$ cat config.mk
export PLATFORM = sky130hd
export DESIGN_NAME = pieo_unit
export DESIGN_NICKNAME = d
export VERILOG_FILES = /design/src/pieo_pkg.sv /design/src/pieo_unit.sv
export SDC_FILE = /design/constraint.sdc
export NUM_CORES = 1
export LEC_CHECK = 0
export BUFFER_PORTS_ARGS = -buffer_cell sky130_fd_sc_hd__buf_2
export CORE_ASPECT_RATIO = 1.5
export CORE_UTILIZATION = 39
export CTS_CLUSTER_DIAMETER = 120
export DETAILED_ROUTE_END_ITERATION = 8
export HOLD_SLACK_MARGIN = 0.08
export SETUP_SLACK_MARGIN = 0.02
export SLEW_MARGIN = 5
export SYNTH_ARGS = -nofsm -noshare
export SYNTH_HDL_FRONTEND = slang
export SYNTH_SLANG_ARGS = --single-unit
$ cat constraint.sdc
create_clock -name sys_clk -period 4.8 [get_ports sys_clk]
set_clock_uncertainty 0.1 [all_clocks]
set_input_delay 0.72 -clock sys_clk [delete_from_list [all_inputs] [get_ports sys_clk]]
set_output_delay 0.72 -clock sys_clk [all_outputs]
set_load 0.02 [all_outputs]
$ cat src/pieo_pkg.sv
// constants and types of the pointer-indexed extended-op unit
package pieo_pkg;
    localparam int ADDR_W = 12;
    localparam int DATA_W = 8;
    localparam int WORD_W = 16;
    localparam int PC_W   = 21;
    // opcode upper bytes
    localparam logic [7:0] OP_MOVE_HI   = 8'hEB;
    localparam logic [7:0] OP_PUSH_HI   = 8'hFA;
    localparam logic [7:0] OP_SUB_HI    = 8'hE9;
    localparam logic [3:0] OP_SECOND_HI = 4'hF;
    localparam logic [1:0] SEL_RETURN   = 2'h3;
    localparam int MOVE_KIND_BIT = 7;
    localparam int OFFSET_W      = 7;
    localparam int SUB_LIT_W     = 6;
    // indirect-access register addresses in the special register area
    localparam logic [ADDR_W-1:0] IND0_ADDR = 12'hFEF;
    localparam logic [ADDR_W-1:0] IND1_ADDR = 12'hFE7;
    localparam logic [ADDR_W-1:0] IND2_ADDR = 12'hFDF;
    localparam logic [DATA_W-1:0] IND_READ_VALUE = 8'h00;
    localparam logic [ADDR_W-1:0] PTR_RESET = 12'h000;

    typedef enum logic [1:0] {PIEO_IDLE, PIEO_MOVE_WRITE, PIEO_RETURN_NOP} pieo_state_type;

    typedef struct packed {
        logic              we;
        logic [ADDR_W-1:0] addr;
        logic [DATA_W-1:0] wdata;
    } pieo_mem_wr_type;

    typedef struct packed {
        pieo_state_type    state;
        logic [ADDR_W-1:0] ptr0;
        logic [ADDR_W-1:0] ptr1;
        logic [ADDR_W-1:0] ptr2;
        logic [DATA_W-1:0] src_byte;
        logic              dest_indexed;
        pieo_mem_wr_type   wr;
        logic              pc_load;
        logic              busy;
        logic              done;
    } pieo_regs_type;
endpackage

$ cat src/pieo_unit.sv
// execution unit for indexed moves, literal push and pointer subtract
`timescale 1ns/1ps
// timing of each operation, counted in clock edges from the edge that takes word one:
//   push literal: write pulse, decremented stack pointer and done one edge later
//   pointer subtract: pointer updated and done one edge later
//   subtract-and-return: pc load and busy one edge later, done the edge after that
//   indexed moves: source read at word one, write pulse and done one edge after word two
// words offered while the unit is busy are ignored, except the second move word
// the unit keeps no status flags, so none can be disturbed by these operations
module pieo_unit
(
    // clock and reset
    input  wire logic                       sys_clk,
    input  wire logic                       rstn,
    // configuration
    input  wire logic                       extended_set_enable_bit,
    // instruction words from the decoder
    input  wire logic                       instr_valid,
    input  wire logic [pieo_pkg::WORD_W-1:0] instr_word,
    // data memory read port, combinational read
    output logic [pieo_pkg::ADDR_W-1:0]     mem_raddr,
    input  wire logic [pieo_pkg::DATA_W-1:0] mem_rdata,
    // data memory write port
    output pieo_pkg::pieo_mem_wr_type       mem_wr,
    // return stack and program counter
    input  wire logic [pieo_pkg::PC_W-1:0]  return_stack_top,
    output logic                            pc_load,
    output logic [pieo_pkg::PC_W-1:0]       pc_load_value,
    // pointer registers and status
    output logic [pieo_pkg::ADDR_W-1:0]     file_select_pointer0,
    output logic [pieo_pkg::ADDR_W-1:0]     file_select_pointer1,
    output logic [pieo_pkg::ADDR_W-1:0]     stack_pointer_reg,
    output logic                            busy,
    output logic                            op_done
);
    pieo_pkg::pieo_regs_type r_q;
    pieo_pkg::pieo_regs_type r_d;
    logic [pieo_pkg::ADDR_W-1:0] src_addr;
    logic [pieo_pkg::ADDR_W-1:0] dst_addr;
    logic [pieo_pkg::ADDR_W-1:0] sub_lit;
    logic                        first_word;

    // indirect registers hide behind fixed addresses, checked on every computed address
    function automatic logic is_indirect(input logic [pieo_pkg::ADDR_W-1:0] a);
        return (a == pieo_pkg::IND0_ADDR) || (a == pieo_pkg::IND1_ADDR)
            || (a == pieo_pkg::IND2_ADDR);
    endfunction

    // address arithmetic wraps at 12 bits so any location is reachable
    assign src_addr = r_q.ptr2 + {5'h00, instr_word[pieo_pkg::OFFSET_W-1:0]};
    assign dst_addr = r_q.dest_indexed
        ? r_q.ptr2 + {5'h00, instr_word[pieo_pkg::OFFSET_W-1:0]}
        : instr_word[pieo_pkg::ADDR_W-1:0];
    assign sub_lit  = {6'h00, instr_word[pieo_pkg::SUB_LIT_W-1:0]};
    assign first_word = instr_valid && extended_set_enable_bit
        && (r_q.state == pieo_pkg::PIEO_IDLE);
    assign mem_raddr = src_addr;

    // next-state logic; no status flag output exists, so flags stay untouched
    always_comb
    begin
        r_d = r_q;
        r_d.wr.we = 1'b0;
        r_d.pc_load = 1'b0;
        r_d.done = 1'b0;
        unique case (r_q.state)
            pieo_pkg::PIEO_IDLE:
            begin
                if (first_word && instr_word[15:8] == pieo_pkg::OP_MOVE_HI)
                begin
                    // read source in cycle one, write waits for word two
                    r_d.src_byte = is_indirect(src_addr) ? pieo_pkg::IND_READ_VALUE
                                                         : mem_rdata;
                    r_d.dest_indexed = instr_word[pieo_pkg::MOVE_KIND_BIT];
                    r_d.state = pieo_pkg::PIEO_MOVE_WRITE;
                    r_d.busy = 1'b1;
                end
                else if (first_word && instr_word[15:8] == pieo_pkg::OP_PUSH_HI)
                begin
                    r_d.wr.we = 1'b1;
                    r_d.wr.addr = r_q.ptr2;
                    r_d.wr.wdata = instr_word[pieo_pkg::DATA_W-1:0];
                    r_d.ptr2 = r_q.ptr2 - 12'h001;
                    r_d.done = 1'b1;
                end
                else if (first_word && instr_word[15:8] == pieo_pkg::OP_SUB_HI)
                begin
                    unique case (instr_word[7:6])
                        2'h0: r_d.ptr0 = r_q.ptr0 - sub_lit;
                        2'h1: r_d.ptr1 = r_q.ptr1 - sub_lit;
                        2'h2: r_d.ptr2 = r_q.ptr2 - sub_lit;
                        default:
                        begin
                            r_d.ptr2 = r_q.ptr2 - sub_lit;
                            r_d.pc_load = 1'b1;
                            r_d.busy = 1'b1;
                            r_d.state = pieo_pkg::PIEO_RETURN_NOP;
                        end
                    endcase
                    if (instr_word[7:6] != pieo_pkg::SEL_RETURN)
                        r_d.done = 1'b1;
                end
            end
            pieo_pkg::PIEO_MOVE_WRITE:
            begin
                // second word arrives; an indirect indexed destination writes nothing
                if (instr_valid)
                begin
                    r_d.wr.we = !(r_q.dest_indexed && is_indirect(dst_addr));
                    r_d.wr.addr = dst_addr;
                    r_d.wr.wdata = r_q.src_byte;
                    r_d.state = pieo_pkg::PIEO_IDLE;
                    r_d.busy = 1'b0;
                    r_d.done = 1'b1;
                end
            end
            pieo_pkg::PIEO_RETURN_NOP:
            begin
                // dead cycle while the new stream is fetched
                r_d.state = pieo_pkg::PIEO_IDLE;
                r_d.busy = 1'b0;
                r_d.done = 1'b1;
            end
        endcase
    end

    // state register, synchronous reset
    always_ff @(posedge sys_clk)
    begin
        if (!rstn)
        begin
            r_q <= '0;
            r_q.state <= pieo_pkg::PIEO_IDLE;
            r_q.ptr0 <= pieo_pkg::PTR_RESET;
            r_q.ptr1 <= pieo_pkg::PTR_RESET;
            r_q.ptr2 <= pieo_pkg::PTR_RESET;
        end
        else
        begin
            r_q <= r_d;
        end
    end

    // outputs straight from flip-flops; pc value taken from the stack at load time
    // limitation: the return stack must hold its top steady while pc_load is high
    assign mem_wr = r_q.wr;
    assign pc_load = r_q.pc_load;
    assign pc_load_value = return_stack_top;
    assign file_select_pointer0 = r_q.ptr0;
    assign file_select_pointer1 = r_q.ptr1;
    assign stack_pointer_reg = r_q.ptr2;
    assign busy = r_q.busy;
    assign op_done = r_q.done;
endmodule

## Word level (Yosys, flattened, before mapping)

Index checks and enable logic that the tools add are counted.
W data, S select, Z words.

| storage, ports and cells | value |
|---|---|
| bits in registers | 71 |
| input port bits | 49 |
| output and inout port bits | 93 |

| cells by class | value |
|---|---|
| add/sub/neg operators | 5 |
| equal/unequal tests | 21 |
| multiplexer cells | 25 |
| bitwise logic cells | 5 |
| reduce and logical (&&, ||, !) cells | 24 |

Operator list:

| operator | number |
|---|---|
| $eq A12 B12 Y1 const B | 6 |
| $mux W12 | 5 |
| $mux W21 | 2 |
| $pmux W21 S2 | 1 |
| $mux W38 | 1 |
| $sub A12 B6 Y12 | 3 |
| $mux W26 | 1 |
| $eq A8 B8 Y1 const B | 3 |
| $mux W22 | 1 |
| $add A12 B7 Y12 | 1 |
| $mux W2 | 6 |
| $pmux W2 S3 | 2 |
| $reduce_and A4 Y1 | 3 |
| $sub A12 B1 Y12 const B | 1 |
| $reduce_and A5 Y1 | 2 |
| $mux W8 | 1 |
| $logic_and A1 B1 Y1 | 6 |
| $ne A2 B2 Y1 const B | 3 |
| $not A1 Y1 | 5 |
| $reduce_or A5 Y1 | 1 |
| $eq A2 B1 Y1 const B | 2 |
| $eq A2 B2 Y1 const B | 2 |
| $logic_not A2 Y1 | 2 |
| $logic_or A1 B1 Y1 | 4 |
| 11 further kinds | 16 |

## Logic depth before layout (Yosys ltp)

Gate-level depths: netlist of run 1.

| depth | value |
|---|---|
| word-level depth | 9 |
| depth in mapped cells | 11 |
| mapped depth without buffers | 11 |

## Least setup slack after synthesis of run 1

OpenSTA, ideal clock, no wires.

| timing path | value |
|---|---|
| path type | input to register |
| start | in instr_word[0] in the netlist's numbering |
| end | reg r_q[25] in the netlist's numbering |
| setup time | 117 ps |
| arrival time | 2952 ps |
| data required time | 4583 ps |
| path slack | 1631 ps |
| stages | 9 |
| buffers on the path | 0 |
| cells stage by stage | ha_1 -> fa_1 -> nor4b_2 -> nor3_1 -> a21oi_1 -> a211oi_2 -> nand4_2 -> o41a_4 -> a22o_1 |

| on the way | value |
|---|---|
| longest elaborated chain between the ends | 5 |
| elaborated cells between the ends (all ways) | 7 |

Ends and longest elaborated chain:

| what | line | source |
|---|---|---|
| start, declared | pieo_unit.sv:19 | `input wire logic [pieo_pkg::WORD_W-1:0] instr_word,` |
| $add A12 B7 Y12 * | pieo_unit.sv:50 | `assign src_addr = r_q.ptr2 + {5'h00, instr_word[pieo_pkg::OFFSET_W-1:0]};` |
| named net mem_raddr, one bit | pieo_unit.sv:21 | `output logic [pieo_pkg::ADDR_W-1:0] mem_raddr,` |
| $eq A12 B12 Y1 | pieo_unit.sv:45 | `return (a == pieo_pkg::IND0_ADDR) \|\| (a == pieo_pkg::IND1_ADDR)` |
| $logic_or A1 B1 Y1 | pieo_unit.sv:45 |  |
| $logic_or A1 B1 Y1 * | pieo_unit.sv:46 | `\|\| (a == pieo_pkg::IND2_ADDR);` |
| $mux W8 * | pieo_unit.sv:72 | `r_d.src_byte = is_indirect(src_addr) ? pieo_pkg::IND_READ_VALUE` |
| end signal, assigned | pieo_unit.sv:140 | `r_q <= r_d;` |
| end, declared | pieo_unit.sv:36 | `pieo_pkg::pieo_regs_type r_q;` |

Mark *: on every way through the listed nets, which the timed path passes. The rest lies on a longest branch.
A chain may end at the register's enable or synchronous reset.

## Worst setup path after layout of run 1

| timing path | value |
|---|---|
| start | in instr_word[4] in the netlist's numbering |
| end | out mem_raddr[8] in the netlist's numbering |

| on the way | value |
|---|---|
| longest elaborated chain between the ends | 1 |

Ends and longest elaborated chain:

| what | line |
|---|---|
| $add A12 B7 Y12 | pieo_unit.sv:50 |
| end, declared | pieo_unit.sv:21 |

No other way between the ends.

==> results.json, run 1 <==
{
  "worst_slack_ps": 1093,
  "crit_arrival_ps": 2890,
  "final_common_cell": "buf_2",
  "grt_pass1_wl_mm": 22.72,
  "ys_ff_latch": 71,
  "die_area_um2": 14040,
  "setup_viol": 0,
  "synth_top_area_cell": "dfxtp_1",
  "timing.max_cap.violations": 0,
  "final_cell_mix": "99 x buf_2, 71 x dfxtp_1, 69 x nor2_1, 42 x nand2_1, 38 x o21ai_0",
  "rsz0062_at_grt": "false",
  "die_w_um": 97.10,
  "cpPeakStageDelay_ps": 510,
  "cp_slowest_cell": "nor4b_2",
  "regArea_um2": 1421,
  "multi_input_area_um2": 3028,
  "fill_cells": 1326,
  "area_delta_synth_final_pct": 6.623,
  "synth_top_area_share_pct": 26.87,
  "wl_per_cell_um": 17.85,
  "seq_area_frac_synth_pct": 26.87,
  "antenna_found_initial": 0,
  "end_kind": "output port",
  "path_clk_slew_ps": 50,
  "gp_congestion": 0.9233,
  "ys.flop_type": "dfxtp_1",
  "fin_crit_ps": 3707,
  "rr_worst_depth": 9,
  "routed_wl_mm": 14.60,
  "slew_violations": 0,
  "startpoint_type": "input pin",
  "cts_root_buf": "clkbuf_16",
  "r2r-end": "file_select_pointer0[11]",
  "ant_nets": 0,
  "std_cell_rows": 51,
  "crit_type": "in2out",
  "netlist_area_um2": 5290,
  "io_buffers": 99,
  "ctsHoldBuffers": 0,
  "dpl.hpwl_mm": 11.26,
  "grt_pass1_vias": 4420,
  "coreArea_um2": 13080,
  "overflow": 0,
  "drt_pre_antenna_iters": 4,
  "crit_top_cell": "buf_2",
  "p_leak_nw": 2.357,
  "slew-limit-headroom_pct": 36.59,
  "htreeDepth": 3,
  "cts.sinks": 71,
  "setup-tns-final_ps": 0,
  "syn_nets": 729,
  "cts_tree": "done",
  "fin_crit_sh_pct": 77.22,
  "via_count": 4514,
  "synthArstFlopShare_pct": 0,
  "finish.instance_area_um2": 5640,
  "die-height_um": 144.6,
  "clockBufferDepth": 2,
  "ios": 142,
  "avgSynthCellArea_um2": 8.176,
  "ir_drop_mv": 0.1432,
  "postCtsSetupRepairBufs": 0,
  "r2r-start": "r_q[69]",
  "worstPathCellList": "buf_2 -> inv_1 -> ha_1 -> nor4b_2 -> nor3_1 -> a21oi_1 -> o21ai_0 -> xnor2_1 -> buf_2",
  "grt_max_degree": 47,
  "cts_buffers": 9,
  "preCtsSetupSlack_ps": 1069,
  "dpl_cell_area_um2": 5316,
  "reg2reg_slack_ps": 1570,
  "hp-class": "reg2reg",
  "synth-edff-count": 0,
  "yosys_warnings": 0,
  "drc": 0,
  "layout-drive-gt1-share_pct": 21.70,
  "diodes": 0,
  "cts_resized": 0,
  "power.density_nw_per_um2": 253.4,
  "status": "complete, no violations",
  "ys_types": 77,
  "syn_inst": 647,
  "max_freq_ghz": 0.2698,
  "fin_nets": 736,
  "hold_violations": 0,
  "yosys-top-cells-area": "dfxtp_1 27%, buf_4 11%, ha_1 6.9%",
  "viasPerCell": 5.518,
  "drt_iter0_drc": 259,
  "grt_usage_pct": 20.51,
  "worstSetupEndpoint": "mem_raddr[8]",
  "cp-startpoint": "instr_word[4]",
  "required_ps": 3980,
  "critPathMaxFanout": 14,
  "hold_slack_ps": 374.7,
  "initial_utilization_pct": 40.44,
  "worst_pin_slew_ps": 946.7,
  "insertion_delay_ps": 330,
  "largest_reg_flops": 21
}
## worst min-delay path by stage
stage                                   startpoint                       end  slack (ps)  depth (start not counted)
final                     file_select_pointer1[11]  file_select_pointer1[11]         370                          2
after global routing                       r_q[30]                   r_q[30]         390                          1
after CTS                 file_select_pointer1[11]  file_select_pointer1[11]         380                          2
after detailed placement                   r_q[30]                   r_q[30]         360                          1
after global placement    file_select_pointer0[11]  file_select_pointer0[11]         360                          2
after floorplan           file_select_pointer1[11]  file_select_pointer1[11]         350                          2
## metrics by stage
stage | power, mW | utilization, % | std cells
final | 1.429 | 43.12 | 818
after detailed placement | 0.7095 | 40.64 | 802
after floorplan | 0.6963 | - | 647
after global routing | 1.472 | 43.12 | 818
after global placement | 0.7076 | 40.64 | 802
after CTS | 1.442 | 43.12 | 818
## power breakdown
group / switching (mW) / total (mW) / internal (mW)
Combinational: 0.0685 / 0.106 / 0.0375
Sequential: 0.000650 / 0.591 / 0.590
Clock: 0.263 / 0.733 / 0.470
## cell usage after synthesis (5+ instances only)
cell	count
buf_4	80
dfxtp_1	71
nor2_1	69
nand2_1	42
o21ai_0	38
inv_1	34
a21oi_1	31
ha_1	29
clkbuf_1	21
xnor2_1	17
a211oi_1	15
a22oi_1	15
nand3_1	14
mux2i_1	12
nor3_1	11
xor2_1	9
a22o_1	8
a31oi_1	8
nand2b_1	8
nor2b_1	8
a21boi_0	6
buf_2	6
or3_1	6
o21a_1	5
o221ai_1	5
## cell families after synthesis
| logic type | synth area share (%) |
|---|---|
| compound gates | 22.00 |
| mux | 2.909 |
| xor+xnor | 4.612 |
| flops | 26.87 |
| buf+inv | 16.13 |
| fa+ha+maj | 8.373 |
| simple gates | 19.11 |
## per-layer routing
metal  track usage (%)  vias up  wire, um
met5                 0        -         0
met4             8.955        0       225
met3             3.335       20       650
met2             38.55      117      7970
met1             22.64     2153      5754
li1                  -     2224         -
## critical path: cells and delay by family
family          cells  cell delay (ps)
compound gates      2              390
xor+xnor            1              230
fa+ha+maj           1              490
buf+inv             3              440
simple gates        2              590
## layout make-up
class | count | area share (%)
Sequential cell | 71 | 25.20
Tap cell | 159 | 3.527
Multi-Input combinational cell | 433 | 53.68
Timing Repair Buffer | 105 | 9.583
Clock buffer | 11 | 4.303
Clock inverter | 5 | 1.442
Inverter | 34 | 2.263
Power figures use the tool's default switching activity.
==> inputs of run 2 (changes only) <==
clock period = 3.4 ns   (was 4.8 ns; I/O delays follow)
==> run 2 against run 1 <==
Via count increased by 2.9%. Highest routed layer unchanged. Sequential share of layout area decreased by 0.30 points. Power increased by 33%. Global-route usage increased by 0.65 points. Cell area increased by 1.3%. Die area unchanged. Register-to-register slack got worse by 1100 ps. Clock power increased by 23%. Hold slack got worse by 94 ps. Utilization increased by 0.56 points.
==> results.json, run 2 (same netlist as run 1, synthesis figures left out) <==
{
  "cts_root_buf": "clkbuf_16",
  "grt_usage_pct": 21.16,
  "setup_viol": 0,
  "routed_wl_mm": 14.89,
  "p_leak_nw": 2.409,
  "clockBufferDepth": 2,
  "die_w_um": 97.10,
  "max_freq_ghz": 0.3104,
  "wl_per_cell_um": 17.88,
  "die_area_um2": 14040,
  "critPathMaxFanout": 10,
  "drt_iter0_drc": 277,
  "hold_slack_ps": 281.2,
  "layout-drive-gt1-share_pct": 23.74,
  "rr_worst_depth": 8,
  "status": "complete, no violations",
  "cts_buffers": 9,
  "wl_met2_mm": 8.019,
  "io_buffers": 99,
  "coreArea_um2": 13080,
  "dpl_cell_area_um2": 5429,
  "wl_met3_um": 641,
  "fin_nets": 751,
  "ir_drop_mv": 0.1880,
  "worst_pin_slew_ps": 960.1,
  "crit_type": "in2out",
  "insertion_delay_ps": 340,
  "dp_cells": 817,
  "initial_utilization_pct": 40.44,
  "gp_congestion": 0.9136,
  "total_power_mw": 1.895,
  "required_ps": 2790,
  "hold_path_depth": 2,
  "via_count": 4644,
  "finish.instance_area_um2": 5714,
  "startpoint_type": "input pin",
  "cts_tree": "done",
  "ios": 142,
  "drt_pre_antenna_iters": 5,
  "diodes": 0,
  "highest_layer": "met4",
  "setup-tns-final_ps": 0,
  "layoutNonFillerInstCount": 833,
  "antenna_found_initial": 0,
  "fill_cells": 1308,
  "die-height_um": 144.6,
  "dpl.hpwl_mm": 11.47,
  "rsz0062_at_grt": "false",
  "grt_max_degree": 47,
  "final_common_cell": "buf_2",
  "end_kind": "output port",
  "cts.sinks": 71,
  "timing.max_cap.violations": 0,
  "wl_met1_mm": 5.904,
  "power.density_nw_per_um2": 331.7,
  "hp-class": "in2reg",
  "grt_pass1_vias": 4503,
  "viasPerCell": 5.575,
  "fin_crit_ps": 3221,
  "overflow": 0,
  "slew-limit-headroom_pct": 35.69,
  "largest_reg_flops": 21,
  "htreeDepth": 3,
  "ant_nets": 0,
  "hold_violations": 0,
  "grt_pass1_wl_mm": 23.29,
  "slew_violations": 0,
  "std_cell_rows": 51,
  "area_delta_synth_final_pct": 8.018,
  "final_cell_mix": "99 x buf_2, 70 x dfxtp_1, 69 x nor2_1, 42 x nand2_1, 38 x o21ai_0",
  "crit_arrival_ps": 2610,
  "path_clk_slew_ps": 60,
  "fin_crit_sh_pct": 94.75,
  "drc": 0
}
==> run 2: changes by cell type in the layout (fill, tap and decap cells not counted) <==
| cell | delta |
|---|---|
| buf_4 | +15 |
| inv_6 | +1 |
| dfxtp_2 | +1 |
| clkinvlp_4 | +2 |
| clkbuf_1 | -1 |
| bufinv_16 | -2 |
| dfxtp_1 | -1 |
==> run 2: final cells by class <==
class / instances / area (um^2) / share of cell area, %
Multi-Input combinational cell: 433 / 3028 / 52.99
Inverter: 34 / 127.6 / 2.233
Clock buffer: 10 / 239.0 / 4.182
Sequential cell: 71 / 1423 / 24.90
Clock inverter: 6 / 45.04 / 0.7883
Timing Repair Buffer: 120 / 653.1 / 11.43
Tap cell: 159 / 198.9 / 3.482
==> run 2: through the flow <==
step | utilization (%) | worst slack, ps
3_3_place_gp | 41.50 | 228.5
2_1_floorplan | - | 440.8
6_report | 43.68 | 178.6
3_5_place_dp | 41.50 | 172.8
5_1_grt | 43.68 | 95.03
4_1_cts | 43.67 | 121.1
==> run 2: worst max-delay path: stages <==
cell     delay, ps
buf_2          130
inv_1          100
ha_1           480
nor4b_2        450
nor3_1          90
a21oi_1        240
o21ai_0        130
xnor2_1        250
buf_2          210
==> run 2: power breakdown <==
group          internal, mW  switching, mW  total, mW
Clock                 0.516          0.389      0.905
Sequential            0.833       0.000871      0.833
Combinational        0.0576         0.0989      0.157
Total                  1.41          0.489       1.90
==> run 2: worst paths after layout <==
kind                                           endpoint  slack (ps)               startpoint
worst max-delay path                       mem_raddr[8]         180            instr_word[3]
worst min-delay path                            r_q[26]         280             mem_rdata[1]
worst max register to register                  r_q[25]         450     stack_pointer_reg[2]
worst min register to register  file_select_pointer1[2]         370  file_select_pointer1[2]
==> run 2: what timing repair did <==
action,4_1_cts,5_1_grt
buffers inserted,0,0
resized for setup,0,1
setup endpoints to repair,0,1
hold buffers,0,0
==> run 2: per-layer routing <==
layer	GRT usage, %	vias up
met1	22.79	2232
met3	3.867	32
met4	8.798	0
met2	40.36	128
met5	0	-
li1	-	2252
